<file path="config.mk">
export PLATFORM = sky130hd
export DESIGN_NAME = clfd_loop_filter
export DESIGN_NICKNAME = d
export VERILOG_FILES = /design/src/hdl/clfd_pkg.sv /design/src/hdl/clfd_loop_filter.sv
export SDC_FILE = /design/constraint.sdc
export NUM_CORES = 1
export LEC_CHECK = 0
export BUFFER_PORTS_ARGS = -buffer_cell sky130_fd_sc_hd__buf_2
export CORE_MARGIN = 2
export CORE_UTILIZATION = 30
export DETAILED_ROUTE_END_ITERATION = 16
export HOLD_SLACK_MARGIN = 0.1
export PLACE_DENSITY_LB_ADDON = 0.1
export SYNTH_ARGS = -nofsm -noshare
export SYNTH_HDL_FRONTEND = slang
export SYNTH_SLANG_ARGS = --single-unit
</file>
<file path="constraint.sdc">
create_clock -name pclk -period 4.39 [get_ports pclk]
set_input_delay 0.2195 -clock pclk [delete_from_list [all_inputs] [get_ports pclk]]
set_output_delay 0.2195 -clock pclk [all_outputs]
set_load 0.01 [all_outputs]
</file>
<file path="src/hdl/clfd_pkg.sv">
// Purpose: constants for the clock loop filter and fine-adjust dither
// Assumes: 32-bit APB, one aligned word per register
// Notes:   comparator band codes are set by the analog front end
package clfd_pkg;
    localparam int         CLK_HZ       = 20_000_000;
    localparam int         WORD_W       = 12;
    localparam int         DIV_W        = 4;
    localparam int         STG_W        = 8;
    localparam int         FRAC_W       = 5;
    localparam int         ADDR_W       = 8;

    // comparator band codes, slowest to fastest base clock
    localparam logic [2:0] BAND_LT085   = 3'h0;
    localparam logic [2:0] BAND_LT095   = 3'h1;
    localparam logic [2:0] BAND_LT100   = 3'h2;
    localparam logic [2:0] BAND_LT105   = 3'h3;
    localparam logic [2:0] BAND_LT115   = 3'h4;
    localparam logic [2:0] BAND_GT115   = 3'h5;

    localparam logic [11:0] STEP_COARSE = 12'h020;
    localparam logic [11:0] STEP_MID    = 12'h008;
    localparam logic [11:0] STEP_FINE   = 12'h001;
    localparam logic [11:0] WORD_MAX    = 12'h9FF;
    localparam logic [11:0] WORD_RESET  = 12'h000;
    localparam logic [3:0]  DIV_SLOW    = 4'h9;

    // ring stage counts
    localparam logic [2:0]  SEL_HALVE   = 3'h7;
    localparam logic [5:0]  STG_OFFSET  = 6'h11;
    localparam logic [5:0]  STG_LONG_D  = 6'h02;
    localparam logic [5:0]  STG_HALVED  = 6'h11;

    // register map (byte addresses)
    localparam logic [7:0]  OFS_CTRL    = 8'h00;
    localparam logic [7:0]  OFS_STATUS  = 8'h04;
    localparam logic [7:0]  OFS_INTSTAT = 8'h08;
    localparam logic [7:0]  OFS_INTMASK = 8'h0C;
    localparam logic [7:0]  OFS_WORD    = 8'h10;

    // ctrl fields
    localparam int          CTRL_EN     = 0;
    // event bit positions
    localparam int          EV_STEP     = 0;
    localparam int          EV_LOCK     = 1;
    localparam int          EV_UNLOCK   = 2;
    localparam int          EV_RANGE    = 3;
    localparam int          EV_W        = 4;
endpackage : clfd_pkg

</file>
<file path="src/hdl/clfd_loop_filter.sv">
// Purpose: digital loop filter and ring fine-adjust dither
// Assumes: band code and done strobe come from the analog comparator domain
// Notes:   APB slave, zero wait states, unmapped addresses answer pslverr
//          00 control, bit 0 enables corrections
//          04 status, read only: bit 12 stable flag, bits 11:0 control word
//          08 event status, write one to clear
//          0C event mask, same layout as event status
//          10 control word, software load of divider:stage
//          event 0 correction made, 1 stable flag rose
//          event 2 stable flag fell, 3 word past the divider maximum
//          band codes 6 and 7 hold the word and clear the stable flag
//          the word is never clamped; the divider output limits it
// Function
// drive divider and stage select outputs
// one 12-bit word, signed step up to 32
// minus one below nominal, plus one above
// plus eight between 1.05 and 1.15
// minus eight, minus/plus thirty-two outer bands
// stage carry or borrow moves divider nibble
// no clamping; word may wrap past 9FF
// divider values A to F act as 9
// recover by normal corrections, no special case
// stable flag when error within five percent
// long count for low-five-bits of 32 cycles
// upper 011 gives 23 base, 25 long
// zero fraction never long, all ones 31/32
// upper 111 alternates 31 and 17 halved
// one correction per comparator evaluation, synchronous
module clfd_loop_filter
    import clfd_pkg::*;
(
    input  wire logic              pclk,               // bus and filter clock
    input  wire logic              presetn,            // async reset, active low
    input  wire logic              psel,               // apb select
    input  wire logic              penable,            // apb access phase
    input  wire logic              pwrite,             // apb write
    input  wire logic [ADDR_W-1:0] paddr,              // apb byte address
    input  wire logic [31:0]       pwdata,             // apb write data
    output logic      [31:0]       prdata,             // apb read data
    output logic                   pready,             // apb ready
    output logic                   pslverr,            // apb error
    output logic                   irq,                // level interrupt
    input  wire logic [2:0]        cmp_band,           // comparator band code
    input  wire logic              cmp_done,           // toggles per evaluation
    output logic      [DIV_W-1:0]  divider_select,     // decoded divider
    output logic      [STG_W-1:0]  stage_select,       // stage control byte
    output logic                   filter_stable_flag, // within five percent
    output logic      [5:0]        ring_stages,        // stage delays this cycle
    output logic                   ring_halve          // divide-by-two active
);

    typedef enum logic [1:0] {
        CLFD_DIR_HOLD,
        CLFD_DIR_UP,
        CLFD_DIR_DOWN
    } clfd_dir_e;

    typedef enum logic [2:0] {
        CLFD_REG_NONE,
        CLFD_REG_CTRL,
        CLFD_REG_STATUS,
        CLFD_REG_INTSTAT,
        CLFD_REG_INTMASK,
        CLFD_REG_WORD
    } clfd_reg_e;

    logic [2:0]        band_s1;
    logic [2:0]        band_s2;
    logic              done_s1;
    logic              done_s2;
    logic              done_s3;
    logic              eval_pulse;
    logic [WORD_W-1:0] ctl_word;
    logic [WORD_W-1:0] next_word;
    logic [WORD_W-1:0] step;
    clfd_dir_e         dir;
    logic              next_stable;
    logic [31:0]       ctrl;
    logic [EV_W-1:0]   int_stat;
    logic [EV_W-1:0]   int_mask;
    logic [EV_W-1:0]   ev;
    logic [FRAC_W-1:0] dither_acc;
    logic [FRAC_W:0]   dither_sum;
    logic [5:0]        next_stages;
    logic              next_halve;
    logic              wr_en;
    logic              rd_en;
    logic              addr_ok;
    clfd_reg_e         reg_sel;
    logic              ctrl_load;
    logic              mask_load;
    logic              stat_clr;
    logic              word_load;

    // step size per band
    function automatic logic [WORD_W-1:0] band_step(input logic [2:0] b);
        logic [WORD_W-1:0] s;
        s = '0;
        case (b)
            BAND_LT085, BAND_GT115: s = STEP_COARSE;
            BAND_LT095, BAND_LT115: s = STEP_MID;
            BAND_LT100, BAND_LT105: s = STEP_FINE;
            default:                s = '0;
        endcase
        return s;
    endfunction : band_step

    // base stage count from upper stage bits
    function automatic logic [5:0] base_stages(input logic [2:0] u);
        logic [5:0] n;
        n = STG_OFFSET + {2'h0, u, 1'b0};
        return n;
    endfunction : base_stages

    // map a byte address onto a register, or none when unmapped
    function automatic clfd_reg_e reg_decode(input logic [ADDR_W-1:0] a);
        clfd_reg_e r;
        r = CLFD_REG_NONE;
        if (a == OFS_CTRL) begin
            r = CLFD_REG_CTRL;
        end else if (a == OFS_STATUS) begin
            r = CLFD_REG_STATUS;
        end else if (a == OFS_INTSTAT) begin
            r = CLFD_REG_INTSTAT;
        end else if (a == OFS_INTMASK) begin
            r = CLFD_REG_INTMASK;
        end else if (a == OFS_WORD) begin
            r = CLFD_REG_WORD;
        end
        return r;
    endfunction : reg_decode

    // band code from the comparator domain; steady before done toggles
    always_ff @(posedge pclk or negedge presetn) begin
        if (!presetn) begin
            band_s1 <= 3'h0;
            band_s2 <= 3'h0;
        end else begin
            band_s1 <= cmp_band;
            band_s2 <= band_s1;
        end
    end

    // done toggle: two stages to settle, a third to find the edge
    always_ff @(posedge pclk or negedge presetn) begin
        if (!presetn) begin
            done_s1 <= 1'b0;
            done_s2 <= 1'b0;
            done_s3 <= 1'b0;
        end else begin
            done_s1 <= cmp_done;
            done_s2 <= done_s1;
            done_s3 <= done_s2;
        end
    end

    // each toggle of the done line marks one finished evaluation
    assign eval_pulse = (done_s2 ^ done_s3) & ctrl[CTRL_EN];

    always_comb begin
        dir  = CLFD_DIR_HOLD;
        step = band_step(band_s2);
        case (band_s2)
            BAND_LT085: dir = CLFD_DIR_DOWN;
            BAND_LT095: dir = CLFD_DIR_DOWN;
            BAND_LT100: dir = CLFD_DIR_DOWN;
            BAND_LT105: dir = CLFD_DIR_UP;
            BAND_LT115: dir = CLFD_DIR_UP;
            BAND_GT115: dir = CLFD_DIR_UP;
            default:    dir = CLFD_DIR_HOLD;
        endcase
    end

    // plain 12-bit add: stage carry/borrow reaches divider, no clamp
    always_comb begin
        next_word = ctl_word;
        case (dir)
            CLFD_DIR_UP:   next_word = ctl_word + step;
            CLFD_DIR_DOWN: next_word = ctl_word - step;
            default:       next_word = ctl_word;
        endcase
    end

    assign next_stable = (band_s2 == BAND_LT100) || (band_s2 == BAND_LT105);

    assign reg_sel   = reg_decode(paddr);
    assign wr_en     = psel & penable & pwrite & pready;
    assign rd_en     = psel & ~penable & ~pwrite;
    assign addr_ok   = (reg_sel != CLFD_REG_NONE);
    assign ctrl_load = wr_en && (reg_sel == CLFD_REG_CTRL);
    assign mask_load = wr_en && (reg_sel == CLFD_REG_INTMASK);
    assign stat_clr  = wr_en && (reg_sel == CLFD_REG_INTSTAT);
    assign word_load = wr_en && (reg_sel == CLFD_REG_WORD);

    // control word: filter correction or software load
    always_ff @(posedge pclk or negedge presetn) begin
        if (!presetn) begin
            ctl_word <= WORD_RESET;
        end else if (word_load) begin
            ctl_word <= pwdata[WORD_W-1:0];
        end else if (eval_pulse) begin
            ctl_word <= next_word;
        end
    end

    always_ff @(posedge pclk or negedge presetn) begin
        if (!presetn) begin
            filter_stable_flag <= 1'b0;
        end else if (eval_pulse) begin
            filter_stable_flag <= next_stable;
        end
    end

    // outputs to the oscillator
    // divider values above nine run as the slowest setting
    always_ff @(posedge pclk or negedge presetn) begin
        if (!presetn) begin
            divider_select <= WORD_RESET[WORD_W-1:STG_W];
        end else if (ctl_word[WORD_W-1:STG_W] > DIV_SLOW) begin
            divider_select <= DIV_SLOW;
        end else begin
            divider_select <= ctl_word[WORD_W-1:STG_W];
        end
    end

    always_ff @(posedge pclk or negedge presetn) begin
        if (!presetn) begin
            stage_select <= WORD_RESET[STG_W-1:0];
        end else begin
            stage_select <= ctl_word[STG_W-1:0];
        end
    end

    // fine adjust: accumulator spreads long cycles over 32
    assign dither_sum = {1'b0, dither_acc} + {1'b0, stage_select[FRAC_W-1:0]};

    always_comb begin
        next_stages = base_stages(stage_select[STG_W-1:FRAC_W]);
        next_halve  = 1'b0;
        if (dither_sum[FRAC_W]) begin
            if (stage_select[STG_W-1:FRAC_W] == SEL_HALVE) begin
                next_stages = STG_HALVED;
                next_halve  = 1'b1;
            end else begin
                next_stages = base_stages(stage_select[STG_W-1:FRAC_W]) + STG_LONG_D;
            end
        end
    end

    always_ff @(posedge pclk or negedge presetn) begin
        if (!presetn) begin
            dither_acc <= '0;
        end else begin
            dither_acc <= dither_sum[FRAC_W-1:0];
        end
    end

    // one ring cycle per clock: stage count and halving of the next cycle
    always_ff @(posedge pclk or negedge presetn) begin
        if (!presetn) begin
            ring_stages <= STG_OFFSET;
            ring_halve  <= 1'b0;
        end else begin
            ring_stages <= next_stages;
            ring_halve  <= next_halve;
        end
    end

    // events
    always_comb begin
        ev            = '0;
        ev[EV_STEP]   = eval_pulse && (dir != CLFD_DIR_HOLD);
        ev[EV_LOCK]   = eval_pulse && next_stable && !filter_stable_flag;
        ev[EV_UNLOCK] = eval_pulse && !next_stable && filter_stable_flag;
        ev[EV_RANGE]  = eval_pulse && (next_word > WORD_MAX);
    end

    always_ff @(posedge pclk or negedge presetn) begin
        if (!presetn) begin
            ctrl <= 32'h0000_0000;
        end else if (ctrl_load) begin
            ctrl <= pwdata;
        end
    end

    always_ff @(posedge pclk or negedge presetn) begin
        if (!presetn) begin
            int_mask <= '0;
        end else if (mask_load) begin
            int_mask <= pwdata[EV_W-1:0];
        end
    end

    // set wins over a same-cycle write-one clear
    always_ff @(posedge pclk or negedge presetn) begin
        if (!presetn) begin
            int_stat <= '0;
        end else if (stat_clr) begin
            int_stat <= (int_stat & ~pwdata[EV_W-1:0]) | ev;
        end else begin
            int_stat <= int_stat | ev;
        end
    end

    always_ff @(posedge pclk or negedge presetn) begin
        if (!presetn) begin
            irq <= 1'b0;
        end else begin
            irq <= |(int_stat & int_mask);
        end
    end

    // apb: ready in every access phase, read data captured at setup
    always_ff @(posedge pclk or negedge presetn) begin
        if (!presetn) begin
            pready <= 1'b0;
        end else begin
            pready <= psel & ~penable;
        end
    end

    // unmapped offsets answer with an error and have no effect
    always_ff @(posedge pclk or negedge presetn) begin
        if (!presetn) begin
            pslverr <= 1'b0;
        end else begin
            pslverr <= psel & ~penable & ~addr_ok;
        end
    end

    always_ff @(posedge pclk or negedge presetn) begin
        if (!presetn) begin
            prdata <= 32'h0000_0000;
        end else if (rd_en) begin
            if (reg_sel == CLFD_REG_CTRL) begin
                prdata <= ctrl;
            end else if (reg_sel == CLFD_REG_STATUS) begin
                prdata <= {19'h0, filter_stable_flag, ctl_word};
            end else if (reg_sel == CLFD_REG_INTSTAT) begin
                prdata <= {28'h0, int_stat};
            end else if (reg_sel == CLFD_REG_INTMASK) begin
                prdata <= {28'h0, int_mask};
            end else if (reg_sel == CLFD_REG_WORD) begin
                prdata <= {20'h0, ctl_word};
            end else begin
                prdata <= 32'h0000_0000;
            end
        end else if (psel & ~penable) begin
            prdata <= 32'h0000_0000;
        end
    end

endmodule : clfd_loop_filter

</file>
==> parameters.txt <==
Parameter                              Value

Status
  Status    finished clean

Clocking
  Cell at the root of the clock tree    sky130_fd_sc_hd__clkbuf_16
  Clock slew at the register clock pins of the worst setup and hold paths    0.05 ns
  CTS Buf Count    17
  H-tree depth    4
  TritonCTS clock tree    yes
  TritonCTS Sinks    119
  Maximum root-to-sink buffer count    2
  Post-CTS setup buffer count    0
  Clk Latency, worst-skew pair    0.41 ns

Synth
  Mapped Nets    roughly 550
  Share of Yosys cell area claimed by the top area cell type    54.1%
  Top post-synthesis cells by area    sky130_fd_sc_hd__dfrtp_1 (54%), sky130_fd_sc_hd__mux2_2 (7.4%), sky130_fd_sc_hd__ha_1 (5.3%), sky130_fd_sc_hd__o21ai_0 (3.3%), sky130_fd_sc_hd__a22o_1 (3.2%)
  Sequential area share after synthesis    54.5%
  Top cell types by occurrence after synthesis    sky130_fd_sc_hd__dfrtp_1 (118), sky130_fd_sc_hd__nand2_1 (46), sky130_fd_sc_hd__mux2_2 (36), sky130_fd_sc_hd__o21ai_0 (36), sky130_fd_sc_hd__nor2_1 (26)
  Synthesized area    around 5500 µm²
  YS warnings    0
  Number of distinct standard cells referenced by the synthesized netlist    58
  Asr flop ratio synth    100%
  Yosys top cell by area    sky130_fd_sc_hd__dfrtp_1
  Most used flip-flop cell after synthesis    sky130_fd_sc_hd__dfrtp_1
  Most numerous cell in the Yosys netlist    sky130_fd_sc_hd__dfrtp_1
  Synth Instances    about 480
  Seq cells post-synth    roughly 120
  Number of flops mapped to enable cells by yosys    0
  Average cell area after synthesis    approximately 11 µm²

Floorplan
  Die X    approximately 140 µm
  Die outline area    19300 µm²
  Std cell rows    49
  Starting density of the core    a little under a third
  Vert. Die Dim    roughly 140 µm
  Number of top-level design ports    between 100 and 150
  Core area    17900 µm²

Routing
  Number of vias in the routed layout    4058
  Number of routed nets with antenna violations    0
  First-pass detailed-route iteration total    4
  Mean routed wirelength per cell    between 15 and 20 µm
  Number of DRC violations after detailed-routing iteration 0    276
  Post-detailed-route DRC marker count    0
  Routed WL    about 14 mm
  Drt via density    4.70

Place
  Count of placed standard cells including taps    a little under 800
  Number of port buffers    about 100
  Total half-perimeter wirelength after legalization and detailed placement    9.71 mm
  Routability cong.    roughly 0.81

Critical path
  Endpoint arrival time on the critical path    3.48 ns
  CP max FO    7
  Library cell contributing the largest single delay on the critical path    sky130_fd_sc_hd__dfrtp_1
  Delay of the slowest cell on the worst path    between 0.4 and 0.5 ns
  Kind of start point of the critical path    register
  Data required time at the worst endpoint    4.64 ns
  Worst path cell trace    nand2b_1 > inv_1 > a21oi_1 > ha_1 > a21o_2 > ha_1 > a211oi_2 > nor2_1 > o41a_1 > a311oi_2 > o21bai_1 > xor2_1 > o21ai_1
  Minimum setup slack among reg-to-reg paths    1.16 ns
  Worst setup path class    register to register
  Most frequent CP cell    sky130_fd_sc_hd__ha_1
  Worst setup EP type    register

Flow run
  Maximum capacitance violations    0

Cells and area
  Fin nets    slightly below 700
  Post-layout instance count excluding filler cells    863
  Number of antenna repair diodes    0
  Layout overhead on the synthesized area    30.6%
  Fraction of layout instances using a drive strength above 1    30.0%

STA
  Worst slew margin relative to its limit    26.4%
  Finish-stage setup viols    0
  Max Fclk    310 MHz
  Shortest clock period the worst path allows after layout    around 3.2 ns
  Clock Skews    0.00579 ns
  Share of the clock period used by the worst path after layout    73.6%
  Final Slew Violations    0
  Hold Fails Final Rpt    0
  Summed negative setup slack over all endpoints    0 ns
  RSZ-0062 raised after global routing    false
  Transition time at the pin with the least slew margin    1.10 ns

Global routing
  Maximum number of pins on one net before global-route repair    45
  Final global-route overflow total    0
  Overall track demand over capacity in global routing    14.7%
  Global-route wire length before repair    22.3 mm
  Via count of the first global-routing pass    4170
  Number of antenna violations at the first check in global routing    0

Min path
  Hold/Removal Path Class    primary input to register

Pwr
  VDD IR-drop max    ~0.00027 V
  Pwr Density    a little over 400 nW/µm²
  Static power due to leakage    3.36 nW
==> area by class of cell <==
type / instances / area [µm²]
clock buffer: 25 / 495
clock inverter: 7 / 68.8
fill: 1786 / 10800
inverter: 14 / 52.6
multi-input combinational: 325 / 2320
sequential: 119 / 2980
tap: 229 / 287
timing repair buffer: 144 / 928
==> worst max-delay path, delay by kind of cell, from the launching register on <==
kind                     cells  cell delay (ns)
adder cells (fa/ha/maj)      2             0.61
XOR/XNOR                     1             0.14
buffers and inverters        1             0.13
AO/OA/AOI/OAI                7             1.44
flip-flops                   1             0.41
AND/OR/NAND/NOR              2             0.33
==> kinds of logic (layout without fill, tap and decap cells) <==
family,count (synthesis),after routing,share of synthesized area [%]
AOI/OAI and AO/OA,128,128,15.5
xor gates and xnor gates,13,13,2.08
adders and majority gates,25,25,6.00
buffers and inverters,35,190,2.98
DFF,119,119,54.5
muxes,42,42,8.57
other,2,2,0.137
and+or+nand+nor,115,115,10.2
==> path summary, 6_finish.rpt <==
check	end	cells past startpoint	start
max	ctl_word[11]	13	band_s2[2]
min	pslverr	3	paddr[5]
max reg2reg	ctl_word[11]	13	band_s2[2]
min reg2reg	done_s2	0	done_s1
max in group asynchronous	prdata[28]	3	presetn
min in group asynchronous	band_s1[2]	2	presetn
==> stage by stage <==
step / worst slack [ns] / hold WS, ns / instance area [µm²] / util (%) / power, mW
floorplan: 1.44 / -0.0761 / 5460 / - / 1.48
global placement: 1.25 / 0.246 / 6180 / 34.5 / 1.61
detailed placement: 1.16 / 0.244 / 6180 / 34.5 / 1.62
CTS: 1.15 / 0.104 / 7130 / 39.8 / 2.98
global route: 0.794 / 0.132 / 7130 / 39.8 / 3.10
finish: 1.16 / 0.123 / 7130 / 39.8 / 2.93
==> per-layer routing <==
metal | vias up | share of wire (%) | wire length (µm) | global-route usage, %
met1 | 1968 | 50 | 6700 | 20.3
met3 | 17 | 4.5 | 605 | 4.35
met4 | 0 | 1.8 | 248 | 5.26
met5 | - | 0 | 0 | 0
met2 | 92 | 44 | 5980 | 22.2
li1 | 1981 | - | - | -
==> repair_timing <==
action | in CTS | in global routing
hold buffers | 39 | 0
endpoints found under the hold margin | 92 | 0
resized for setup | 0 | 0
==> power breakdown <==
| part | total (mW) | switching, mW | internal [mW] |
|---|---|---|---|
| registers | 1.19 | 0.0273 | 1.16 |
| logic | 0.433 | 0.232 | 0.202 |
| clock network | 1.31 | 0.479 | 0.836 |
| total | 2.93 | 0.738 | 2.20 |
==> state kept, by name (all words and copies together) (netlist names), 3 cells and up <==
register	flops
band_s1	3
dither_acc	5
divider_select	4
band_s2	3
ring_stages	4
ctrl	32
int_stat	4
int_mask	4
stage_select	8
prdata	32
ctl_word	12
==> placed cells by master (no fill, tap or decap), drive strengths merged, types with 2 or more instances in the layout <==
cell         Yosys  layout
mux2            38      38
a21o             4       4
clkbuf           8      25
a21oi           25      25
o21ai           42      42
nand3            2       2
a211oi           6       6
or2              7       7
a22oi           10      10
xnor2            8       8
and3             3       3
nor3             9       9
o21a             4       4
nor2            27      27
buf             13     105
dlygate4sd3      0      39
a22o            20      20
mux2i            4       4
o31ai            6       6
clkinv           0       4
a31oi            3       3
ha              23      23
o21bai           3       3
xor2             5       5
fa               2       2
and2             2       2
nand2           48      48
nand2b           6       6
inv             14      14
nor2b            5       5
dfrtp          118     118
conb             2       2
clkinvlp         0       2
No activity file was read; power rests on OpenSTA's default activity.
